## config.mk

```make
export PLATFORM = sky130hd
export DESIGN_NAME = dds_dial_sequencer
export DESIGN_NICKNAME = d
export VERILOG_FILES = /design/src/dds_pkg.sv /design/src/dds_dial_sequencer.sv
export SDC_FILE = /design/constraint.sdc
export NUM_CORES = 2
export LEC_CHECK = 0
export BUFFER_PORTS_ARGS = -buffer_cell sky130_fd_sc_hd__buf_2
export CORE_MARGIN = 3
export CORE_UTILIZATION = 65
export DETAILED_ROUTE_END_ITERATION = 10
export GPL_ROUTABILITY_DRIVEN = 0
export PLACE_DENSITY = 0.91
export REMOVE_ABC_BUFFERS = 1
export SLEW_MARGIN = 20
export SYNTH_ARGS = -nofsm -noshare
export SYNTH_HDL_FRONTEND = slang
export SYNTH_SLANG_ARGS = --single-unit
export TNS_END_PERCENT = 50
```

## constraint.sdc

```tcl
create_clock -name REF_CLK -period 8.7 [get_ports REF_CLK]
set_input_delay 1.305 -clock REF_CLK [delete_from_list [all_inputs] [get_ports REF_CLK]]
set_output_delay 1.305 -clock REF_CLK [all_outputs]
set_load 0.05 [all_outputs]
```

## src/dds_pkg.sv

```systemverilog
// Constants, register map and digit maps for the DTMF dial sequencer.
// Assumes one 250 MHz clock and inputs already synchronous to it.
//
// Contract
// - Each key-valid rise, the inverted-line interrupt, is taken as one key event.
// - Encoder codes are translated to DTMF keys by a fixed sixteen-entry map.
// - A list digit word keeps only its four low bits, upper twelve cleared.
// - Digits 0-9, A-D use own hex value; star is E, hash is F.
// - Table offset is digit times two, added to the table base.
// - Row read at computed address, column read at that address plus one.
// - List words are fetched from consecutive locations starting at a set base.
// - New digit loads tone count as 8x tone ms, gap count as 8x gap ms.
// - Both countdowns decrement once per 8 kHz sample tick, 125 us each.
// - A list word with any of bits 15-12 set stops dialing.
// - Bits 15-12 clear, any of 11-8 set: restart at first list entry.
// - Bits 15-8 clear, any of 7-4 set: silence for tone plus gap time.
// - Bits 15-4 clear: low four bits are a digit to generate.
// - Three-state mode machine advances once per debounced mode button press.
// - After reset the mode is idle and nothing is generated.
// - Dial-tone mode continuously outputs 350 Hz and 400 Hz.
// - List mode steps through the dialing list generating its digits.
// - The stop word returns the mode machine to idle.
package dds_pkg;
   // ==========================================================
   // Register map (byte addresses)
   localparam logic [11:0] REG_CTRL       = 12'h000;
   localparam logic [11:0] REG_TONE_MS    = 12'h004;
   localparam logic [11:0] REG_GAP_MS     = 12'h008;
   localparam logic [11:0] REG_LIST_BASE  = 12'h00C;
   localparam logic [11:0] REG_TABLE_BASE = 12'h010;
   localparam logic [11:0] REG_STATUS     = 12'h014;
   localparam logic [11:0] REG_ROW_FREQ   = 12'h018;
   localparam logic [11:0] REG_COL_FREQ   = 12'h01C;
   localparam logic [3:0]  MEM_WINDOW     = 4'h1;
   // ==========================================================
   // Sizes and reset values
   localparam int          MEM_AW         = 6;
   localparam int          MEM_WORDS      = 64;
   localparam int          CNT_W          = 20;
   localparam logic [15:0] TONE_MS_RST    = 16'h0064;
   localparam logic [15:0] GAP_MS_RST     = 16'h0064;
   localparam logic [5:0]  LIST_BASE_RST  = 6'h20;
   localparam logic [5:0]  TABLE_BASE_RST = 6'h00;
   // ==========================================================
   // Timing: the sample tick is 8 kHz, so 8 ticks per millisecond
   localparam int          SAMPLE_RATE_HZ = 8000;
   localparam int          MS_PER_S       = 1000;
   localparam logic [CNT_W-1:0] TICKS_PER_MS = CNT_W'(SAMPLE_RATE_HZ / MS_PER_S);
   // Dial tone pair
   localparam logic [15:0] DIAL_ROW_HZ    = 16'h015E;
   localparam logic [15:0] DIAL_COL_HZ    = 16'h0190;
   // ==========================================================
   // Mode and sequencer phase
   typedef enum logic [1:0] {
      MODE_IDLE  = 2'b00,
      MODE_DIAL  = 2'b01,
      MODE_LIST  = 2'b10
   } dds_mode_t;
   typedef enum logic [2:0] {
      PH_IDLE  = 3'b000,
      PH_FETCH = 3'b001,
      PH_ROW   = 3'b010,
      PH_COL   = 3'b011,
      PH_ON    = 3'b100,
      PH_OFF   = 3'b101
   } dds_phase_t;

   function automatic logic [3:0] key_to_digit(input logic [3:0] code);
      logic [3:0] d;
      d = 4'h0;
      unique case (code)
         4'hE: d = 4'h0;
         4'h3: d = 4'h1;
         4'h2: d = 4'h2;
         4'h1: d = 4'h3;
         4'h7: d = 4'h4;
         4'h6: d = 4'h5;
         4'h5: d = 4'h6;
         4'hB: d = 4'h7;
         4'hA: d = 4'h8;
         4'h9: d = 4'h9;
         4'h0: d = 4'hA;
         4'h4: d = 4'hB;
         4'h8: d = 4'hC;
         4'hC: d = 4'hD;
         4'hF: d = 4'hE;
         4'hD: d = 4'hF;
      endcase
      return d;
   endfunction

   function automatic logic [CNT_W-1:0] ms_to_ticks(input logic [CNT_W-1:0] ms);
      return CNT_W'(ms * TICKS_PER_MS);
   endfunction
endpackage

```

## src/dds_dial_sequencer.sv

```systemverilog
// DTMF dial sequencer: keypad and memory-list digit entry, tone lookup,
// tone and gap timing, and the three-state mode machine.
// Assumes all inputs synchronous to REF_CLK; tick and button are levels.
//
// Added by the designer: the plain strobed port and the address map.
module dds_dial_sequencer (
   // Clock and reset
   input  wire logic        REF_CLK,
   input  wire logic        SYS_RST,
   // Register port
   input  wire logic [11:0] ADDR,
   input  wire logic [15:0] WDATA,
   input  wire logic        WR,
   input  wire logic        RD,
   output logic      [15:0] RDATA,
   // Keypad encoder and mode button
   input  wire logic        KEY_VALID,
   input  wire logic [3:0]  KEY_CODE,
   input  wire logic        MODE_BUTTON_IRQ,
   // Sample tick square wave
   input  wire logic        SAMPLE_TICK,
   // Tone synthesis interface
   output logic      [15:0] ROW_FREQUENCY,
   output logic      [15:0] COLUMN_FREQUENCY,
   output logic             TONE_ON,
   output logic      [1:0]  MODE_STATE
);
   localparam int CW = dds_pkg::CNT_W;

   // ==========================================================
   // Storage and configuration
   logic [15:0]                 mem [dds_pkg::MEM_WORDS];
   logic                        keypad_enable;
   logic [15:0]                 tone_duration_ms;
   logic [15:0]                 gap_duration_ms;
   logic [dds_pkg::MEM_AW-1:0]  list_base;
   logic [dds_pkg::MEM_AW-1:0]  table_base;

   // Sequencer state
   dds_pkg::dds_mode_t          mode;
   dds_pkg::dds_phase_t         phase;
   logic [dds_pkg::MEM_AW-1:0]  list_ptr;
   logic [dds_pkg::MEM_AW-1:0]  tab_ptr;
   logic [3:0]                  digit;
   logic [CW-1:0]               on_cnt;
   logic [CW-1:0]               off_cnt;
   logic                        single_key;

   // Edge detection
   logic                        key_valid_q;
   logic                        button_q;
   logic                        tick_q;
   logic                        key_event;
   logic                        button_event;
   logic                        tick;

   // Decode helpers
   logic [15:0]                 list_word;
   logic [15:0]                 tab_word;
   logic [dds_pkg::MEM_AW-1:0]  tab_addr;
   logic                        is_stop;
   logic                        is_restart;
   logic                        is_quiet;
   logic [CW-1:0]               tone_ticks;
   logic [CW-1:0]               gap_ticks;
   logic                        mem_sel;
   logic [dds_pkg::MEM_AW-1:0]  mem_idx;

   // ==========================================================
   // Event edges
   always_ff @(posedge REF_CLK) begin
      if (SYS_RST) begin
         key_valid_q <= 1'b0;
         button_q    <= 1'b0;
         tick_q      <= 1'b0;
      end else begin
         key_valid_q <= KEY_VALID;
         button_q    <= MODE_BUTTON_IRQ;
         tick_q      <= SAMPLE_TICK;
      end
   end

   // The inverted key-valid line falls exactly when key-valid rises
   assign key_event    = KEY_VALID & ~key_valid_q;
   assign button_event = MODE_BUTTON_IRQ & ~button_q;
   assign tick         = SAMPLE_TICK & ~tick_q;

   // ==========================================================
   // Word decode
   assign list_word  = mem[list_ptr];
   assign tab_addr   = dds_pkg::MEM_AW'(table_base + {digit, 1'b0});
   assign tab_word   = mem[tab_addr];
   assign is_stop    = |list_word[15:12];
   assign is_restart = ~is_stop & (|list_word[11:8]);
   assign is_quiet   = ~(|list_word[15:8]) & (|list_word[7:4]);
   assign tone_ticks = dds_pkg::ms_to_ticks(CW'(tone_duration_ms));
   assign gap_ticks  = dds_pkg::ms_to_ticks(CW'(gap_duration_ms));
   assign mem_sel    = (ADDR[11:8] == dds_pkg::MEM_WINDOW);
   assign mem_idx    = ADDR[dds_pkg::MEM_AW+1:2];

   // ==========================================================
   // Configuration registers
   always_ff @(posedge REF_CLK) begin
      if (SYS_RST) begin
         keypad_enable    <= 1'b0;
         tone_duration_ms <= dds_pkg::TONE_MS_RST;
         gap_duration_ms  <= dds_pkg::GAP_MS_RST;
         list_base        <= dds_pkg::LIST_BASE_RST;
         table_base       <= dds_pkg::TABLE_BASE_RST;
      end else if (WR) begin
         unique case (ADDR)
            dds_pkg::REG_CTRL:       keypad_enable    <= WDATA[0];
            dds_pkg::REG_TONE_MS:    tone_duration_ms <= WDATA;
            dds_pkg::REG_GAP_MS:     gap_duration_ms  <= WDATA;
            dds_pkg::REG_LIST_BASE:  list_base        <= WDATA[dds_pkg::MEM_AW-1:0];
            dds_pkg::REG_TABLE_BASE: table_base       <= WDATA[dds_pkg::MEM_AW-1:0];
            default: ;
         endcase
      end
   end

   // Table and list memory; contents are left to software, so no reset
   generate
      for (genvar i = 0; i < dds_pkg::MEM_WORDS; i++) begin : g_mem
         always_ff @(posedge REF_CLK) begin
            if (WR && mem_sel && mem_idx == dds_pkg::MEM_AW'(i)) begin
               mem[i] <= WDATA;
            end
         end
      end
   endgenerate

   // ==========================================================
   // Read port: data stand the cycle after the strobe, zero elsewhere
   always_ff @(posedge REF_CLK) begin
      if (SYS_RST) begin
         RDATA <= 16'h0000;
      end else if (!RD) begin
         RDATA <= 16'h0000;
      end else if (mem_sel) begin
         RDATA <= mem[mem_idx];
      end else begin
         unique case (ADDR)
            dds_pkg::REG_CTRL:       RDATA <= {15'h0000, keypad_enable};
            dds_pkg::REG_TONE_MS:    RDATA <= tone_duration_ms;
            dds_pkg::REG_GAP_MS:     RDATA <= gap_duration_ms;
            dds_pkg::REG_LIST_BASE:  RDATA <= {10'h000, list_base};
            dds_pkg::REG_TABLE_BASE: RDATA <= {10'h000, table_base};
            dds_pkg::REG_STATUS:     RDATA <= {list_ptr, digit, TONE_ON, phase, mode};
            dds_pkg::REG_ROW_FREQ:   RDATA <= ROW_FREQUENCY;
            dds_pkg::REG_COL_FREQ:   RDATA <= COLUMN_FREQUENCY;
            default:                 RDATA <= 16'h0000;
         endcase
      end
   end

   // ==========================================================
   // Mode machine and digit sequencer
   always_ff @(posedge REF_CLK) begin
      if (SYS_RST) begin
         mode             <= dds_pkg::MODE_IDLE;
         phase            <= dds_pkg::PH_IDLE;
         list_ptr         <= dds_pkg::LIST_BASE_RST;
         tab_ptr          <= '0;
         digit            <= 4'h0;
         on_cnt           <= '0;
         off_cnt          <= '0;
         single_key       <= 1'b0;
         TONE_ON          <= 1'b0;
         ROW_FREQUENCY    <= 16'h0000;
         COLUMN_FREQUENCY <= 16'h0000;
      end else if (button_event) begin
         // A press always wins over the sequencer in that cycle
         unique case (mode)
            dds_pkg::MODE_IDLE: begin
               mode             <= dds_pkg::MODE_DIAL;
               phase            <= dds_pkg::PH_IDLE;
               TONE_ON          <= 1'b1;
               ROW_FREQUENCY    <= dds_pkg::DIAL_ROW_HZ;
               COLUMN_FREQUENCY <= dds_pkg::DIAL_COL_HZ;
            end
            dds_pkg::MODE_DIAL: begin
               mode     <= dds_pkg::MODE_LIST;
               phase    <= dds_pkg::PH_FETCH;
               list_ptr <= list_base;
               TONE_ON  <= 1'b0;
            end
            default: begin
               mode    <= dds_pkg::MODE_IDLE;
               phase   <= dds_pkg::PH_IDLE;
               TONE_ON <= 1'b0;
            end
         endcase
      end else if (mode == dds_pkg::MODE_DIAL) begin
         TONE_ON          <= 1'b1;
         ROW_FREQUENCY    <= dds_pkg::DIAL_ROW_HZ;
         COLUMN_FREQUENCY <= dds_pkg::DIAL_COL_HZ;
      end else begin
         unique case (phase)
            dds_pkg::PH_IDLE: begin
               // Keypad digits are only played while nothing else sounds
               if (mode == dds_pkg::MODE_IDLE && keypad_enable && key_event) begin
                  digit      <= dds_pkg::key_to_digit(KEY_CODE);
                  single_key <= 1'b1;
                  phase      <= dds_pkg::PH_ROW;
               end
            end
            dds_pkg::PH_FETCH: begin
               single_key <= 1'b0;
               if (is_stop) begin
                  mode  <= dds_pkg::MODE_IDLE;
                  phase <= dds_pkg::PH_IDLE;
               end else if (is_restart) begin
                  list_ptr <= list_base;
               end else if (is_quiet) begin
                  off_cnt  <= CW'(tone_ticks + gap_ticks);
                  list_ptr <= dds_pkg::MEM_AW'(list_ptr + 1'b1);
                  phase    <= dds_pkg::PH_OFF;
               end else begin
                  digit    <= list_word[3:0];
                  list_ptr <= dds_pkg::MEM_AW'(list_ptr + 1'b1);
                  phase    <= dds_pkg::PH_ROW;
               end
            end
            dds_pkg::PH_ROW: begin
               ROW_FREQUENCY <= tab_word;
               tab_ptr       <= dds_pkg::MEM_AW'(tab_addr + 1'b1);
               phase         <= dds_pkg::PH_COL;
            end
            dds_pkg::PH_COL: begin
               COLUMN_FREQUENCY <= mem[tab_ptr];
               on_cnt           <= tone_ticks;
               off_cnt          <= gap_ticks;
               TONE_ON          <= 1'b1;
               phase            <= dds_pkg::PH_ON;
            end
            dds_pkg::PH_ON: begin
               if (tick) begin
                  if (on_cnt <= CW'(1)) begin
                     on_cnt  <= '0;
                     TONE_ON <= 1'b0;
                     phase   <= dds_pkg::PH_OFF;
                  end else begin
                     on_cnt <= CW'(on_cnt - 1'b1);
                  end
               end
            end
            dds_pkg::PH_OFF: begin
               TONE_ON <= 1'b0;
               if (tick) begin
                  if (off_cnt <= CW'(1)) begin
                     off_cnt <= '0;
                     phase   <= single_key ? dds_pkg::PH_IDLE : dds_pkg::PH_FETCH;
                  end else begin
                     off_cnt <= CW'(off_cnt - 1'b1);
                  end
               end
            end
            default: phase <= dds_pkg::PH_IDLE;
         endcase
      end
   end

   assign MODE_STATE = mode;
endmodule // dds_dial_sequencer

```

==> reports/metrics.cfg, run 1 <==
[logic_synthesis]
synth_top_area_share_pct = 44.5
syn_area_per_cell_um2 = 16.9
ys_async_sr_fraction_pct = 0
synthFlopType = edfxtp_1
ys_types = 77
yosys_warnings = 0
synth-seq-cells = 1195
synth_top_area_cell = edfxtp_1
yosysMostFrequentCell = mux4_2
synth_edf_count = 1024
synth_commonest_cells = 1,102 x mux4_2, 1,024 x edfxtp_1, 259 x nor2_1
yosysSeqAreaShare_pct = 49.5
synth_area_um2 = 69000
netlist_instances = 4093
synth.top_cells.by_area = edfxtp_1 45%, mux4_2 36%, dfxtp_1 5.0%

[clock_network]
post_cts_resize_count = 0
postCtsSetupBuffers = 0
htreeDepth = 3
clock_sinks = 1195
ctsHoldBuffers = 0
clk_path_buf_depth = 3
root_buffer = clkbuf_16
cts_made_buffers = 117

[die]
rows = 118
fp.dieH_um = 332
die_x_um = 332
start_util_pct = 66.0
ios = 90

[status]
outcome = aborted with a tool error
flow.stopped_at = global routing
error = [ERROR GRT-0183] Net net337: the 3D maze router ran out of legal paths (heap underflow) - the net is boxed in by local congestion or blockages.

[global_route]
grt_max_degree = 149

[place]
port_buffers = 89
dpl.hpwl_um = 168000
dp_slack_ns = 3.41
dpl.cell_count = 5334

## cells by family after synthesis
group	after synthesis	synth area share (%)
compound gates	490	4.97
xor+xnor	34	0.431
fa+ha+maj	33	0.620
buf+inv	386	2.25
flops	1195	49.5
mux	1131	36.4
simple gates	824	5.85
## stage by stage
step / area, um^2 / hold slack (ns)
2_1_floorplan: 67600 / 0.439
3_3_place_gp: 71200 / 0.457
3_5_place_dp: 71200 / 0.484
4_1_cts: 75200 / 0.492
==> inputs of run 2 (changes only) <==
CORE_UTILIZATION = 40   (was 65)
PLACE_DENSITY = unset   (was 0.91)
PLACE_DENSITY_LB_ADDON = 0.15   (was unset)
==> reports/metrics.cfg, run 2 <==
[finish]
largest_reg_flops = 1024
fin_nets = 4191
reg_top3 = mem x1024, off_cnt x20, on_cnt x20
syn_to_final_growth_pct = 11.6
final_util_pct = 45.2
final_common_cell = mux4_2
drive_gt1_share_pct = 39.2
layout_common_cells = 1,102 x mux4_2, 1,024 x edfxtp_1, 209 x nor2_1
top_register = mem

[die]
core_um2 = 170000
rows = 151
start_util_pct = 40.5
fp.dieH_um = 421
ios = 90
dieArea_um2 = 178000
die_x_um = 421

[logic_synthesis]
synth_edf_count = 1024
synthFlopType = edfxtp_1
synth_top_area_cell = edfxtp_1
yosysMostFrequentCell = mux4_2
synth-simple-area-share_pct = 5.85
synth_top_area_share_pct = 44.5
synth_commonest_cells = 1,102 x mux4_2, 1,024 x edfxtp_1, 259 x nor2_1
synth_compound_area_share_pct = 4.97
synth_fa_ha_area_share_pct = 0.620
yosys_warnings = 0
synth.area.mux_share_pct = 36.4
synth_area_um2 = 69000
ys_async_sr_fraction_pct = 0
synth_xor_area_share_pct = 0.431
synth-seq-cells = 1195
syn_area_per_cell_um2 = 16.9
synth.top_cells.by_area = edfxtp_1 45%, mux4_2 36%, dfxtp_1 5.0%
ys_types = 77
synth_top_family_by_area = multiplexers
yosysSeqAreaShare_pct = 49.5
netlist_instances = 4093

[clock_network]
ctsHoldBuffers = 0
clk_latency_ns = 0.80
cts_made_buffers = 141
clock_sinks = 1195
post_cts_resize_count = 0
clk_path_buf_depth = 3
postCtsSetupBuffers = 0
htreeDepth = 4
root_buffer = clkbuf_16
cts_tree = yes
clkTransAtPathRegs_ns = 0.06

[hold_path]
hold_end = table_base[3]
min_from = table_base[3]
hold_path_class = reg -> reg
min_path_cells = 2

[timing]
setup_tns_ns = 0
fmax_mhz = 183
rsz0062_at_grt = false
finalCriticalPeriod_ns = 5.45
relSlewSlack_pct = 25.3
drv_slew = 0
timing.final.crit_share_pct = 62.7
hold_viol_final = 0
finalClockSkew_ns = 0.0270
setup_viol = 0
worst_slew_pin_slew_ns = 1.12
hold_slack_ns = 0.482

[worst_setup_path]
critPathLaunchType = flop
cp_max_fo = 88
r2r-end = off_cnt[15]
required_ns = 9.32
cp.arrival_ns = 6.08
reg2reg_depth = 10
ff2ff_setup_slack_ns = 3.25
endpoint_kind = flop
critPathKind = reg -> reg

[power_and_ir_drop]
p_per_area_nw_per_um2 = 172
netSwitchingFraction_pct = 24.4
pwr-share-seq_pct = 47.5
ir_worst_vdd_v = 0.000187
leakage_nw = 22.5
switching_power_mw = 3.22
share_comb_of_total_power_pct = 8.1
clkPwrFrac_pct = 44.4
power.internal_mw = 10.0

[status]
outcome = completed

[global_route]
grt_max_degree = 137
grt_pass1_wl_um = 373000
met3_usage_pct = 9.52
grt_pass1_vias = 45700
grt_usage_pct = 29.8
grt_use_met2_pct = 45.2
gr-max-usage-layer = met2
grt_antenna_before_repair = 10
use_met1_pct = 40.0
grt.overflow.total = 0

[detailed_routing]
vias = 47000
drt_iter0_drc = 6909
post_drt_wl_per_cell_um = 40.9
dr.pass1.iters = 6
remaining_drc_errors = 0
drtAntennaViolNets = 0
drt-total-wl_um = 267000
avgViaCountPerCell = 7.19

[place]
dpl.hpwl_um = 180000
port_buffers = 89

[flow_run]
max_cap_viol_count = 0

==> run 2: metrics by stage <==
stage	cell area, um^2	power, mW	worst slack [ns]	cells
detailed placement	72500	7.46	3.57	6271
global route	77000	13.6	3.09	6526
finish	77100	13.2	3.25	6534
global placement	72500	7.46	3.72	6271
floorplan	67600	7.02	-3.75	3730
CTS	77000	13.3	3.55	6526
==> run 2: cell families (layout without fill, tap and decap cells) <==
kind of cell               after synthesis  count (layout)
AOI/OAI and AO/OA                      490             490
xor gates and xnor gates                34              34
adders and majority gates               33              33
buffers and inverters                  386             524
DFF                                   1195            1195
muxes                                 1131            1131
other                                    0               8
and+or+nand+nor                        824             824
==> run 2: area by class of cell <==
class	instances	area (um^2)
antenna	8	20.0
clock buffer	181	3770
clock inverter	74	726
fill	14700	93400
inverter	23	86.3
multi-input combinational	2512	33600
sequential	1195	34200
tap	2295	2870
timing repair buffer	246	1800
==> run 2: power groups by stage <==
stage          Combinational, mW  Sequential, mW  Clock (mW)
5_1_grt                     1.12            6.28        6.17
3_5_place_dp                1.06            6.40           0
4_1_cts                     1.06            6.28        5.94
2_1_floorplan              0.561            6.46           0
6_report                    1.07            6.28        5.87
3_3_place_gp                1.05            6.40           0
==> run 2: how the worst max path moves through the flow <==
stage	startpoint	end	depth (start not counted)
6_report	flop	off_cnt[15]	10
5_1_grt	flop	off_cnt[15]	10
3_5_place_dp	flop	off_cnt[1]	11
2_1_floorplan	table_base[0]	ROW_FREQUENCY[14]	5
4_1_cts	flop	off_cnt[1]	11
3_3_place_gp	flop	off_cnt[12]	10
==> run 2: metal layers <==
layer	wire length, um	vias to the layer above	part of all wire (%)
met1	98300	24900	37
met2	123000	3485	46
met5	21	-	0.0079
met4	12000	4	4.5
met3	34200	579	13
li1	-	18000	-
==> run 2: critical path: stages, from the launching register on <==
cell and delay, ns:
dfxtp_4 0.59, buf_12 0.47, nor2_1 0.41, o211ai_1 0.20
o22ai_1 0.10, nor3_1 0.73, nand4b_1 0.43, nor3_2 0.71
a31oi_1 0.57, nor2_1 0.64, a211oi_1 0.17
Power figures use the tool's default switching activity.
